[config.mk]
export PLATFORM = sky130hd
export DESIGN_NAME = e3ptm_top
export DESIGN_NICKNAME = d
export VERILOG_FILES = /design/src/shared/e3ptm_pkg.sv /design/src/logic/e3ptm_top.sv
export SDC_FILE = /design/constraint.sdc
export NUM_CORES = 1
export LEC_CHECK = 0
export BUFFER_PORTS_ARGS = -buffer_cell sky130_fd_sc_hd__buf_2
export CORE_UTILIZATION = 47
export CTS_BUF_LIST = sky130_fd_sc_hd__clkbuf_4 sky130_fd_sc_hd__clkbuf_8 sky130_fd_sc_hd__clkbuf_16
export DETAILED_ROUTE_END_ITERATION = 10
export GPL_TIMING_DRIVEN = 0
export PLACE_DENSITY_LB_ADDON = 0.1
export SLEW_MARGIN = 10
export SYNTH_ARGS = -nofsm -noshare
export SYNTH_HDL_FRONTEND = slang
export SYNTH_SLANG_ARGS = --single-unit
[constraint.sdc]
create_clock -name SYS_CLK_I -period 3.9 [get_ports SYS_CLK_I]
set_input_delay 0.78 -clock SYS_CLK_I [delete_from_list [all_inputs] [get_ports SYS_CLK_I]]
set_output_delay 0.78 -clock SYS_CLK_I [all_outputs]
set_load 0.1 [all_outputs]
[src/shared/e3ptm_pkg.sv]
// Constants, field layouts and carrier types of the E3 path termination and mapper
package e3ptm_pkg;
    // ==========================================================
    // Frame layout
    localparam logic [10:0] FRAME_LAST = 11'h5FF;
    localparam logic [10:0] SET2_START = 11'h180;
    localparam logic [10:0] SET3_START = 11'h300;
    localparam logic [10:0] SET4_START = 11'h480;
    localparam logic [10:0] OH_BITS = 11'h00C;
    localparam logic [10:0] CTL_BITS = 11'h004;
    localparam logic [10:0] JUS_END = 11'h008;
    localparam logic [9:0] FAS_WORD = 10'h3D0;
    localparam logic [10:0] FAS_LAST_POS = 11'h009;
    localparam logic [10:0] RDI_POS = 11'h00A;
    localparam logic [10:0] USER_POS = 11'h00B;
    localparam logic [2:0] RDI_FILTER_LAST = 3'h4;
    // ==========================================================
    // Elastic store
    localparam int unsigned ES_DEPTH = 16;
    localparam logic [4:0] JUST_THRESH = 5'h08;
    // ==========================================================
    // Timing
    localparam int unsigned CLK_MHZ = 50;
    localparam int unsigned RDI_LIMIT_US = 800;
    localparam int unsigned RDI_LIMIT_CYC = RDI_LIMIT_US * CLK_MHZ;
    // ==========================================================
    // Register map
    localparam logic [7:0] REG_CTRL = 8'h00;
    localparam logic [7:0] REG_STATUS = 8'h04;
    localparam logic [7:0] REG_COUNT = 8'h08;
    localparam logic [3:0] CTRL_RESET = 4'h0;
    // ==========================================================
    // Carrier types
    typedef enum logic [1:0] {
        SLOT_OH = 2'b00,
        SLOT_PAY = 2'b01,
        SLOT_CTL = 2'b10,
        SLOT_JUS = 2'b11
    } e3ptm_kind_type;
    typedef struct packed {
        e3ptm_kind_type kind;
        logic [1:0] trib;
    } e3ptm_slot_type;
    typedef struct packed {
        logic active;
        logic mon;
        logic rdi_rep;
        logic ssf_rep;
    } e3ptm_ctrl_type;
    typedef struct packed {
        logic data;
        logic clk;
        logic fs;
    } e3ptm_line_type;
    typedef struct packed {
        e3ptm_line_type rx;
        logic server_fail;
        logic agg_clk;
        logic agg_fs;
        logic ap_data;
        logic trib_data;
        logic trib_clk;
        logic rdi_req;
        logic user_bit;
        logic sec_tick;
    } e3ptm_pins_type;
endpackage

[src/logic/e3ptm_top.sv]
// E3 path termination source/sink with one tributary mapper and Wishbone registers
// Notes on behaviour
// - Frame is 1536 bits, 12 overhead
// - Overhead fills first 12 bits after frame start
// - Source writes alignment word 1111010000
// - Remote defect bit follows request within 800us
// - Alignment mismatch counts errored block per second
// - Sink extracts remote defect bit
// - Server fail drives trail fail and request
// - Remote cause gated by monitoring and enable
// - Server cause gated by monitoring and enable
// - Remote defect flags far-end defect second
// - One tributary mapped into selected slot
// - Elastic store written by tributary clock
// - Justification skips one read, opportunity empty
// - Control group placed in control positions
// - Slot index parameter one to four
// - Access point driven only while active
// - Store depth tolerates rate offset steps
//
// Decided for this implementation: the Wishbone register port and the register offsets.
`timescale 1ns/1ps
module e3ptm_top #(
    parameter logic [2:0] TRIB_SLOT = 3'h1,
    parameter int unsigned RDI_LIMIT_CYC = e3ptm_pkg::RDI_LIMIT_CYC
) (
    input wire logic SYS_CLK_I,
    input wire logic RST_N_I,
    input wire e3ptm_pkg::e3ptm_line_type CI_RX_I,
    input wire logic SERVER_FAIL_IN_I,
    input wire logic ONE_SECOND_TICK_I,
    input wire logic AGGREGATE_TIMING_CLOCK_I,
    input wire logic AGGREGATE_FRAME_START_I,
    input wire logic AP_DATA_I,
    input wire logic TRIBUTARY_DATA_I,
    input wire logic TRIBUTARY_CLOCK_I,
    input wire logic REMOTE_DEFECT_REQUEST_I,
    input wire logic OPERATOR_USER_BIT_I,
    output logic [e3ptm_pkg::ES_DEPTH-1:0] UNUSED_NONE_O,
    output e3ptm_pkg::e3ptm_line_type CI_TX_O,
    output logic TRAIL_FAIL_ACTION_O,
    output logic REMOTE_DEFECT_REQUEST_O,
    output logic REMOTE_DEFECT_CAUSE_O,
    output logic SERVER_FAIL_CAUSE_O,
    output logic FAR_END_DEFECT_SECOND_O,
    output logic NEAR_END_DEFECT_SECOND_O,
    output logic NEAR_END_ERRORED_BLOCK_O,
    output logic [15:0] NEAR_END_ERROR_BLOCK_COUNT_O,
    input wire logic WB_CYC_I,
    input wire logic WB_STB_I,
    input wire logic WB_WE_I,
    input wire logic [7:0] WB_ADR_I,
    input wire logic [3:0] WB_SEL_I,
    input wire logic [31:0] WB_DAT_I,
    output logic [31:0] WB_DAT_O,
    output logic WB_ACK_O
);
    import e3ptm_pkg::*;
    // ==========================================================
    // Frame position decode
    function automatic e3ptm_slot_type slot_decode(input logic [10:0] pos);
        logic [10:0] offs;
        logic [1:0] set;
        e3ptm_slot_type s;
        offs = pos;
        set = 2'h0;
        if (pos >= SET4_START) begin
            offs = pos - SET4_START;
            set = 2'h3;
        end else if (pos >= SET3_START) begin
            offs = pos - SET3_START;
            set = 2'h2;
        end else if (pos >= SET2_START) begin
            offs = pos - SET2_START;
            set = 2'h1;
        end
        s.trib = offs[1:0];
        if (set == 2'h0 && offs < OH_BITS) begin
            s.kind = SLOT_OH;
        end else if (set != 2'h0 && offs < CTL_BITS) begin
            s.kind = SLOT_CTL;
        end else if (set == 2'h3 && offs < JUS_END) begin
            s.kind = SLOT_JUS;
        end else begin
            s.kind = SLOT_PAY;
        end
        return s;
    endfunction
    function automatic logic [10:0] pos_step(input logic fs, input logic [10:0] pos);
        return (fs || pos == FRAME_LAST) ? 11'h000 : pos + 11'h001;
    endfunction
    // ==========================================================
    // Pin synchronisers, all inputs except the Wishbone port cross from outside
    e3ptm_pins_type async_in, sync1_q, sync2_q, prev_q;
    assign async_in = '{rx: CI_RX_I, server_fail: SERVER_FAIL_IN_I, agg_clk: AGGREGATE_TIMING_CLOCK_I,
                        agg_fs: AGGREGATE_FRAME_START_I, ap_data: AP_DATA_I, trib_data: TRIBUTARY_DATA_I,
                        trib_clk: TRIBUTARY_CLOCK_I, rdi_req: REMOTE_DEFECT_REQUEST_I,
                        user_bit: OPERATOR_USER_BIT_I, sec_tick: ONE_SECOND_TICK_I};
    always_ff @(posedge SYS_CLK_I or negedge RST_N_I) begin
        if (!RST_N_I) begin
            sync1_q <= '0;
            sync2_q <= '0;
            prev_q <= '0;
        end else begin
            sync1_q <= async_in;
            sync2_q <= sync1_q;
            prev_q <= sync2_q;
        end
    end
    // Clocks and data share the same two-stage delay, so sampling stays aligned
    logic agg_rise, trib_rise, rx_rise, sec_rise;
    assign agg_rise = sync2_q.agg_clk & ~prev_q.agg_clk;
    assign trib_rise = sync2_q.trib_clk & ~prev_q.trib_clk;
    assign rx_rise = sync2_q.rx.clk & ~prev_q.rx.clk;
    assign sec_rise = sync2_q.sec_tick & ~prev_q.sec_tick;
    // ==========================================================
    // Registers seen by software
    e3ptm_ctrl_type ctrl_q, ctrl_d;
    logic ack_q, ack_d;
    logic [31:0] dat_q, dat_d;
    // ==========================================================
    // Source: elastic store, mapper and overhead insertion
    logic [ES_DEPTH-1:0] mem_q, mem_d;
    logic [4:0] wr_q, wr_d, rd_q, rd_d, fill;
    logic [10:0] tx_pos_q, tx_pos_d, tx_pos_n;
    logic tx_data_q, tx_data_d, tx_fs_q, tx_fs_d, tx_clk_q;
    logic just_q, just_d, mine;
    e3ptm_slot_type tx_slot;
    assign fill = wr_q - rd_q;
    assign tx_pos_n = pos_step(sync2_q.agg_fs, tx_pos_q);
    assign tx_slot = slot_decode(tx_pos_n);
    assign mine = ctrl_q.active && tx_slot.kind != SLOT_OH
                  && tx_slot.trib == 2'(TRIB_SLOT - 3'h1);
    always_comb begin
        mem_d = mem_q;
        wr_d = wr_q;
        rd_d = ctrl_q.active ? rd_q : wr_q - JUST_THRESH; // Idle store stays half full, no wrap
        tx_pos_d = tx_pos_q;
        tx_data_d = tx_data_q;
        tx_fs_d = tx_fs_q;
        just_d = just_q;
        if (trib_rise) begin
            mem_d[wr_q[3:0]] = sync2_q.trib_data;
            wr_d = wr_q + 5'h01;
        end
        if (agg_rise) begin
            tx_pos_d = tx_pos_n;
            tx_fs_d = (tx_pos_n == 11'h000);
            if (tx_pos_n == 11'h000) begin
                // Justify when the store runs low; depth covers the offset range
                just_d = (fill < JUST_THRESH);
            end
            if (tx_slot.kind == SLOT_OH) begin
                if (tx_pos_n <= FAS_LAST_POS) begin
                    tx_data_d = FAS_WORD[4'h9 - tx_pos_n[3:0]];
                end else if (tx_pos_n == RDI_POS) begin
                    tx_data_d = sync2_q.rdi_req;
                end else begin
                    tx_data_d = sync2_q.user_bit;
                end
            end else if (!mine) begin
                tx_data_d = sync2_q.ap_data;
            end else if (tx_slot.kind == SLOT_CTL) begin
                tx_data_d = just_q;
            end else if (tx_slot.kind == SLOT_JUS && just_q) begin
                tx_data_d = 1'b0;
            end else begin
                tx_data_d = mem_q[rd_q[3:0]];
                rd_d = rd_q + 5'h01;
            end
        end
    end
    always_ff @(posedge SYS_CLK_I or negedge RST_N_I) begin
        if (!RST_N_I) begin
            mem_q <= '0;
            wr_q <= JUST_THRESH;
            rd_q <= 5'h00;
            tx_pos_q <= 11'h000;
            tx_data_q <= 1'b0;
            tx_fs_q <= 1'b0;
            tx_clk_q <= 1'b0;
            just_q <= 1'b0;
        end else begin
            mem_q <= mem_d;
            wr_q <= wr_d;
            rd_q <= rd_d;
            tx_pos_q <= tx_pos_d;
            tx_data_q <= tx_data_d;
            tx_fs_q <= tx_fs_d;
            tx_clk_q <= sync2_q.agg_clk;
            just_q <= just_d;
        end
    end
    assign CI_TX_O = '{data: tx_data_q, clk: tx_clk_q, fs: tx_fs_q};
    assign UNUSED_NONE_O = '0;
    // ==========================================================
    // Sink: alignment check, defect filter, correlation, per-second counts
    logic [10:0] rx_pos_q, rx_pos_d, rx_pos_n;
    logic fas_err_q, fas_err_d, blk_err_q, blk_err_d, fas_bad;
    logic rdi_det_q, rdi_det_d;
    logic [2:0] rdi_cnt_q, rdi_cnt_d;
    logic [15:0] ebc_acc_q, ebc_acc_d, ebc_q, ebc_d;
    logic fds_acc_q, fds_acc_d, fds_q, fds_d, nds_acc_q, nds_acc_d, nds_q, nds_d;
    logic tsf_q, rdi_cause_q, rdi_cause_d, ssf_cause_q, ssf_cause_d;
    assign rx_pos_n = pos_step(sync2_q.rx.fs, rx_pos_q);
    assign fas_bad = (rx_pos_n <= FAS_LAST_POS) && (sync2_q.rx.data != FAS_WORD[4'h9 - rx_pos_n[3:0]]);
    always_comb begin
        rx_pos_d = rx_pos_q;
        fas_err_d = fas_err_q;
        blk_err_d = 1'b0;
        rdi_det_d = rdi_det_q;
        rdi_cnt_d = rdi_cnt_q;
        if (rx_rise) begin
            rx_pos_d = rx_pos_n;
            fas_err_d = ((rx_pos_n == 11'h000) ? 1'b0 : fas_err_q) | fas_bad;
            blk_err_d = (rx_pos_n == FAS_LAST_POS) && fas_err_d;
            if (rx_pos_n == RDI_POS) begin
                // Five equal frames in a row flip the defect state
                if (sync2_q.rx.data == rdi_det_q) begin
                    rdi_cnt_d = 3'h0;
                end else if (rdi_cnt_q == RDI_FILTER_LAST) begin
                    rdi_cnt_d = 3'h0;
                    rdi_det_d = ~rdi_det_q;
                end else begin
                    rdi_cnt_d = rdi_cnt_q + 3'h1;
                end
            end
        end
        // A block or defect in the tick cycle opens the new second
        ebc_acc_d = sec_rise ? 16'(blk_err_q) : ebc_acc_q + 16'(blk_err_q);
        ebc_d = sec_rise ? ebc_acc_q : ebc_q;
        fds_acc_d = sec_rise ? rdi_det_q : (fds_acc_q | rdi_det_q);
        fds_d = sec_rise ? fds_acc_q : fds_q;
        nds_acc_d = sec_rise ? sync2_q.server_fail : (nds_acc_q | sync2_q.server_fail);
        nds_d = sec_rise ? nds_acc_q : nds_q;
        rdi_cause_d = rdi_det_q && ctrl_q.mon && ctrl_q.rdi_rep;
        ssf_cause_d = sync2_q.server_fail && ctrl_q.mon && ctrl_q.ssf_rep;
    end
    always_ff @(posedge SYS_CLK_I or negedge RST_N_I) begin
        if (!RST_N_I) begin
            rx_pos_q <= 11'h000;
            fas_err_q <= 1'b0;
            blk_err_q <= 1'b0;
            rdi_det_q <= 1'b0;
            rdi_cnt_q <= 3'h0;
            ebc_acc_q <= 16'h0000;
            ebc_q <= 16'h0000;
            fds_acc_q <= 1'b0;
            fds_q <= 1'b0;
            nds_acc_q <= 1'b0;
            nds_q <= 1'b0;
            tsf_q <= 1'b0;
            rdi_cause_q <= 1'b0;
            ssf_cause_q <= 1'b0;
        end else begin
            rx_pos_q <= rx_pos_d;
            fas_err_q <= fas_err_d;
            blk_err_q <= blk_err_d;
            rdi_det_q <= rdi_det_d;
            rdi_cnt_q <= rdi_cnt_d;
            ebc_acc_q <= ebc_acc_d;
            ebc_q <= ebc_d;
            fds_acc_q <= fds_acc_d;
            fds_q <= fds_d;
            nds_acc_q <= nds_acc_d;
            nds_q <= nds_d;
            tsf_q <= sync2_q.server_fail;
            rdi_cause_q <= rdi_cause_d;
            ssf_cause_q <= ssf_cause_d;
        end
    end
    assign TRAIL_FAIL_ACTION_O = tsf_q;
    assign REMOTE_DEFECT_REQUEST_O = tsf_q;
    assign REMOTE_DEFECT_CAUSE_O = rdi_cause_q;
    assign SERVER_FAIL_CAUSE_O = ssf_cause_q;
    assign FAR_END_DEFECT_SECOND_O = fds_q;
    assign NEAR_END_DEFECT_SECOND_O = nds_q;
    assign NEAR_END_ERRORED_BLOCK_O = blk_err_q;
    assign NEAR_END_ERROR_BLOCK_COUNT_O = ebc_q;
    // ==========================================================
    // Wishbone classic slave, one wait state, unmapped reads give zero
    always_comb begin
        ctrl_d = ctrl_q;
        ack_d = WB_CYC_I && WB_STB_I && !ack_q;
        dat_d = dat_q;
        if (ack_d && !WB_WE_I) begin
            case (WB_ADR_I)
                REG_CTRL: dat_d = {28'h000_0000, ctrl_q};
                REG_STATUS: dat_d = {25'h000_0000, nds_q, fds_q, rdi_det_q, just_q, ssf_cause_q, rdi_cause_q, tsf_q};
                REG_COUNT: dat_d = {16'h0000, ebc_q};
                default: dat_d = 32'h0000_0000;
            endcase
        end
        if (ack_q && WB_CYC_I && WB_STB_I && WB_WE_I && WB_SEL_I[0] && WB_ADR_I == REG_CTRL) begin
            ctrl_d = WB_DAT_I[3:0];
        end
    end
    always_ff @(posedge SYS_CLK_I or negedge RST_N_I) begin
        if (!RST_N_I) begin
            ctrl_q <= CTRL_RESET;
            ack_q <= 1'b0;
            dat_q <= 32'h0000_0000;
        end else begin
            ctrl_q <= ctrl_d;
            ack_q <= ack_d;
            dat_q <= dat_d;
        end
    end
    assign WB_ACK_O = ack_q;
    assign WB_DAT_O = dat_q;
endmodule

==> metrics.yaml <==
route:
  via_count: 6073
  wl_per_cell_um: 15.5
  drtIter0Drc: 505
  via_per_inst: 5.35
  drc: 0
  drt-pass1-iter-count: 4
  postRouteAntennaNets: 0
  wirelength_um: 17600
place:
  portBuffers: 70
  globalplace.congestion: 0.859
  dp_hpwl_um: 12700
clock_network:
  ctsHoldBuffers: 0
  clk_latency_ns: 0.44
  cts_tree: "built"
  cts_root_buf: "clkbuf_16"
  clk_pin_slew_ns: 0.07
  cts_max_level: 4
  cts_buffer_depth: 2
  cts.sinks: 145
  postCtsSetupBuffers: 0
  cts_buffers: 17
logic_synthesis:
  synth-edff-count: 0
  synth_top_area_share_pct: 47.0
  synth-seq-cells: 145
  ys_types: 73
  netlist_area_um2: 7660
  syn_area_per_cell_um2: 9.76
  ys.flop_type: "dfrtp_1"
  syn_inst: 785
  seq_area_frac_synth_pct: 47.4
  synth_area_leaders: "dfrtp_1 47%, nand2_1 5.9%, ha_1 4.2%, buf_4 3.8%, o21ai_0 3.4%"
  synth_common_cells: "144 x dfrtp_1, 121 x nand2_1, 56 x nor2_1, 52 x o21ai_0, 39 x buf_4"
  synth_most_common_cell: "dfrtp_1"
  yosys_warnings: 0
  async_reset_ff_share_pct: 100
  synth_top_area_cell: "dfrtp_1"
floorplanning:
  fp.dieW_um: 130
  core_um2: 15900
  dieArea_um2: 16800
  fp-row-count: 46
  io_pins: 136
  die_h_um: 130
  initial_core_util_pct: 48.2
sta:
  worst_slew_pin_slew_ns: 0.812
  post-route-period-util_pct: 94.3
  setup_tns_ns: 0
  slew_headroom_pct: 45.5
  max_freq_mhz: 272
  slew_violations: 0
  fin_worst_skew_ns: 0.0188
  final.min_clock_period_ns: 3.68
  hold_violations: 0
  rsz0062_at_grt: "false"
  setup_viol: 0
critical_path:
  critical_path_class: "reg2reg"
  start_kind: "flip-flop"
  r2r_slack_ns: 0.22
  critPathCaptureType: "flip-flop"
  startpoint: "tx_pos_q[1]$_DFFE_PN0P_"
  required_ns: 4.20
  endpoint: "tx_data_q$_DFFE_PN0P_"
  rr_endpoint: "tx_data_q$_DFFE_PN0P_"
  ff2ff_path_depth: 12
  worstPathArrival_ns: 3.97
  rr_startpoint: "tx_pos_q[1]$_DFFE_PN0P_"
  worst-path-max-fanout: 8
pwr:
  p_sw_share_pct: 31.6
  seq_power_share_pct: 40.8
  p_per_area_nw_per_um2: 480
  p_leak_nw: 4.36
  peakVddDrop_uv: 325
  pwr-share-comb_pct: 21.8
  p_sw_w: 0.00138
  p_int_w: 0.00299
  clockPowerShare_pct: 37.3
finish:
  register_area_um2: 3630
  fillers: 1437
  postLayoutCoreUtil_pct: 57.3
  fin_nets: 993
  multiInputGateArea_um2: 3710
  drive_gt1_share_pct: 21.0
  synthToLayoutAreaGrowth_pct: 18.8
  n_antenna_cell: 0
grt:
  grt_pass1_wl_um: 28500
  overflow: 0
  grt_use_total_pct: 21.9
  grt_pass1_vias: 5721
  grt_antenna_before_repair: 0
  grt_max_degree: 91
outcome:
  outcome: "completed"
min_path:
  holdCritPathClass: "in2async"
run:
  cap_violations: 0
-- cells in the final DEF, fill, tap and decap left out, drive strengths merged, types with 4 or more instances in the layout --
master	netlist	final
xor2	14	14
nand2	121	121
buf	41	112
nor2b	10	10
mux4	5	5
inv	29	33
mux2i	11	11
a22o	9	9
nor3	15	15
a211oi	7	7
nand4	13	13
clkbuf	28	46
or3	12	12
nand3	17	17
o211ai	6	6
conb	1	32
mux2	23	23
dfrtp	144	144
nor4	9	9
ha	26	26
a21o	7	7
clkinv	0	7
o21ai	52	52
a21oi	23	23
nor2	56	56
and3	8	8
and4	4	4
xnor2	17	17
nand2b	11	11
-- power groups by stage --
| stage | registers [W] | clock network, W | logic, W |
|---|---|---|---|
| global route | 0.00181 | 0.00173 | 0.00104 |
| floorplan | 0.00179 | 0 | 0.000743 |
| finish | 0.00178 | 0.00163 | 0.000953 |
| CTS | 0.00178 | 0.00166 | 0.000957 |
| global placement | 0.00179 | 0 | 0.000920 |
| detailed placement | 0.00180 | 0 | 0.000947 |
-- through the flow --
| step | hold slack [ns] | setup WS [ns] | std cells | power, W | instance area, µm² |
|---|---|---|---|---|---|
| after floorplan | 0.331 | 0.387 | 816 | 0.00253 | 7780 |
| after global placement | 0.332 | -0.427 | 1102 | 0.00271 | 8400 |
| after detailed placement | 0.336 | -0.518 | 1103 | 0.00275 | 8430 |
| after CTS | 0.284 | 0.0249 | 1135 | 0.00440 | 9060 |
| after global routing | 0.308 | 0.0700 | 1135 | 0.00458 | 9100 |
| final | 0.272 | 0.223 | 1135 | 0.00437 | 9100 |
-- worst min path at each step --
stage                           endpoint                 start  cells past startpoint  slack [ns]
detailed placement  sync2_q[4]$_DFF_PN0_  sync1_q[4]$_DFF_PN0_                      0        0.34
floorplan           sync2_q[0]$_DFF_PN0_  sync1_q[0]$_DFF_PN0_                      0        0.33
finish                just_q$_DFFE_PN0P_               RST_N_I                      1        0.27
global route          just_q$_DFFE_PN0P_               RST_N_I                      1        0.31
CTS                   just_q$_DFFE_PN0P_               RST_N_I                      1        0.28
global placement    sync2_q[4]$_DFF_PN0_  sync1_q[4]$_DFF_PN0_                      0        0.33
-- metal layers --
layer / track usage [%] / vias to the layer above / wire [µm]
li1: - / 2944 / -
met1: 29.0 / 2989 / 8090
met2: 36.0 / 129 / 8710
met3: 4.87 / 11 / 670
met4: 6.29 / 0 / 175
met5: 0 / - / 0
-- what timing repair did --
item,in CTS,in global routing
endpoints found under the setup margin,6,8
hold endpoints to repair,0,0
pin swaps,1,1
gates resized for setup,6,8
-- worst max-delay path, stage by stage, from the launching register on --
cell and delay, ns:
dfrtp_2 0.46, ha_4 0.21, and4_1 0.32, a21oi_1 0.14
a21oi_2 0.32, ha_1 0.21, inv_1 0.05, a311oi_1 0.43
and4_1 0.33, mux2_2 0.37, or3_1 0.32, a211oi_1 0.27
a221oi_1 0.11
-- logic make-up after synthesis --
| kind of cell | synth area share (%) |
|---|---|
| compound gates | 13.6 |
| xor+xnor | 3.54 |
| mux | 6.34 |
| other cells | 0.0490 |
| simple gates | 18.1 |
| flops | 47.4 |
| fa+ha+maj | 4.25 |
| buf+inv | 6.75 |
-- area by class of cell --
| class | instances | area share, % |
|---|---|---|
| Buffer | 69 | 4.48 |
| Clock buffer | 18 | 4.76 |
| Clock inverter | 14 | 1.70 |
| Inverter | 29 | 1.20 |
| Multi-Input combinational cell | 573 | 40.7 |
| Sequential cell | 145 | 39.9 |
| Tap cell | 216 | 2.97 |
| Timing Repair Buffer | 71 | 4.26 |
-- registers in the layout, summed over array words and instances, names as in the netlist, 3 cells and up --
register / cells
NEAR_END_ERROR_BLOCK_COUNT_O: 16
WB_DAT_O: 16
ctrl_q: 4
ebc_acc_q: 16
mem_q: 16
prev_q: 3
rd_q: 5
rdi_cnt_q: 3
rx_pos_q: 11
sync1_q: 12
sync2_q: 12
tx_pos_q: 11
wr_q: 5
(Power assumes the default switching activity.)
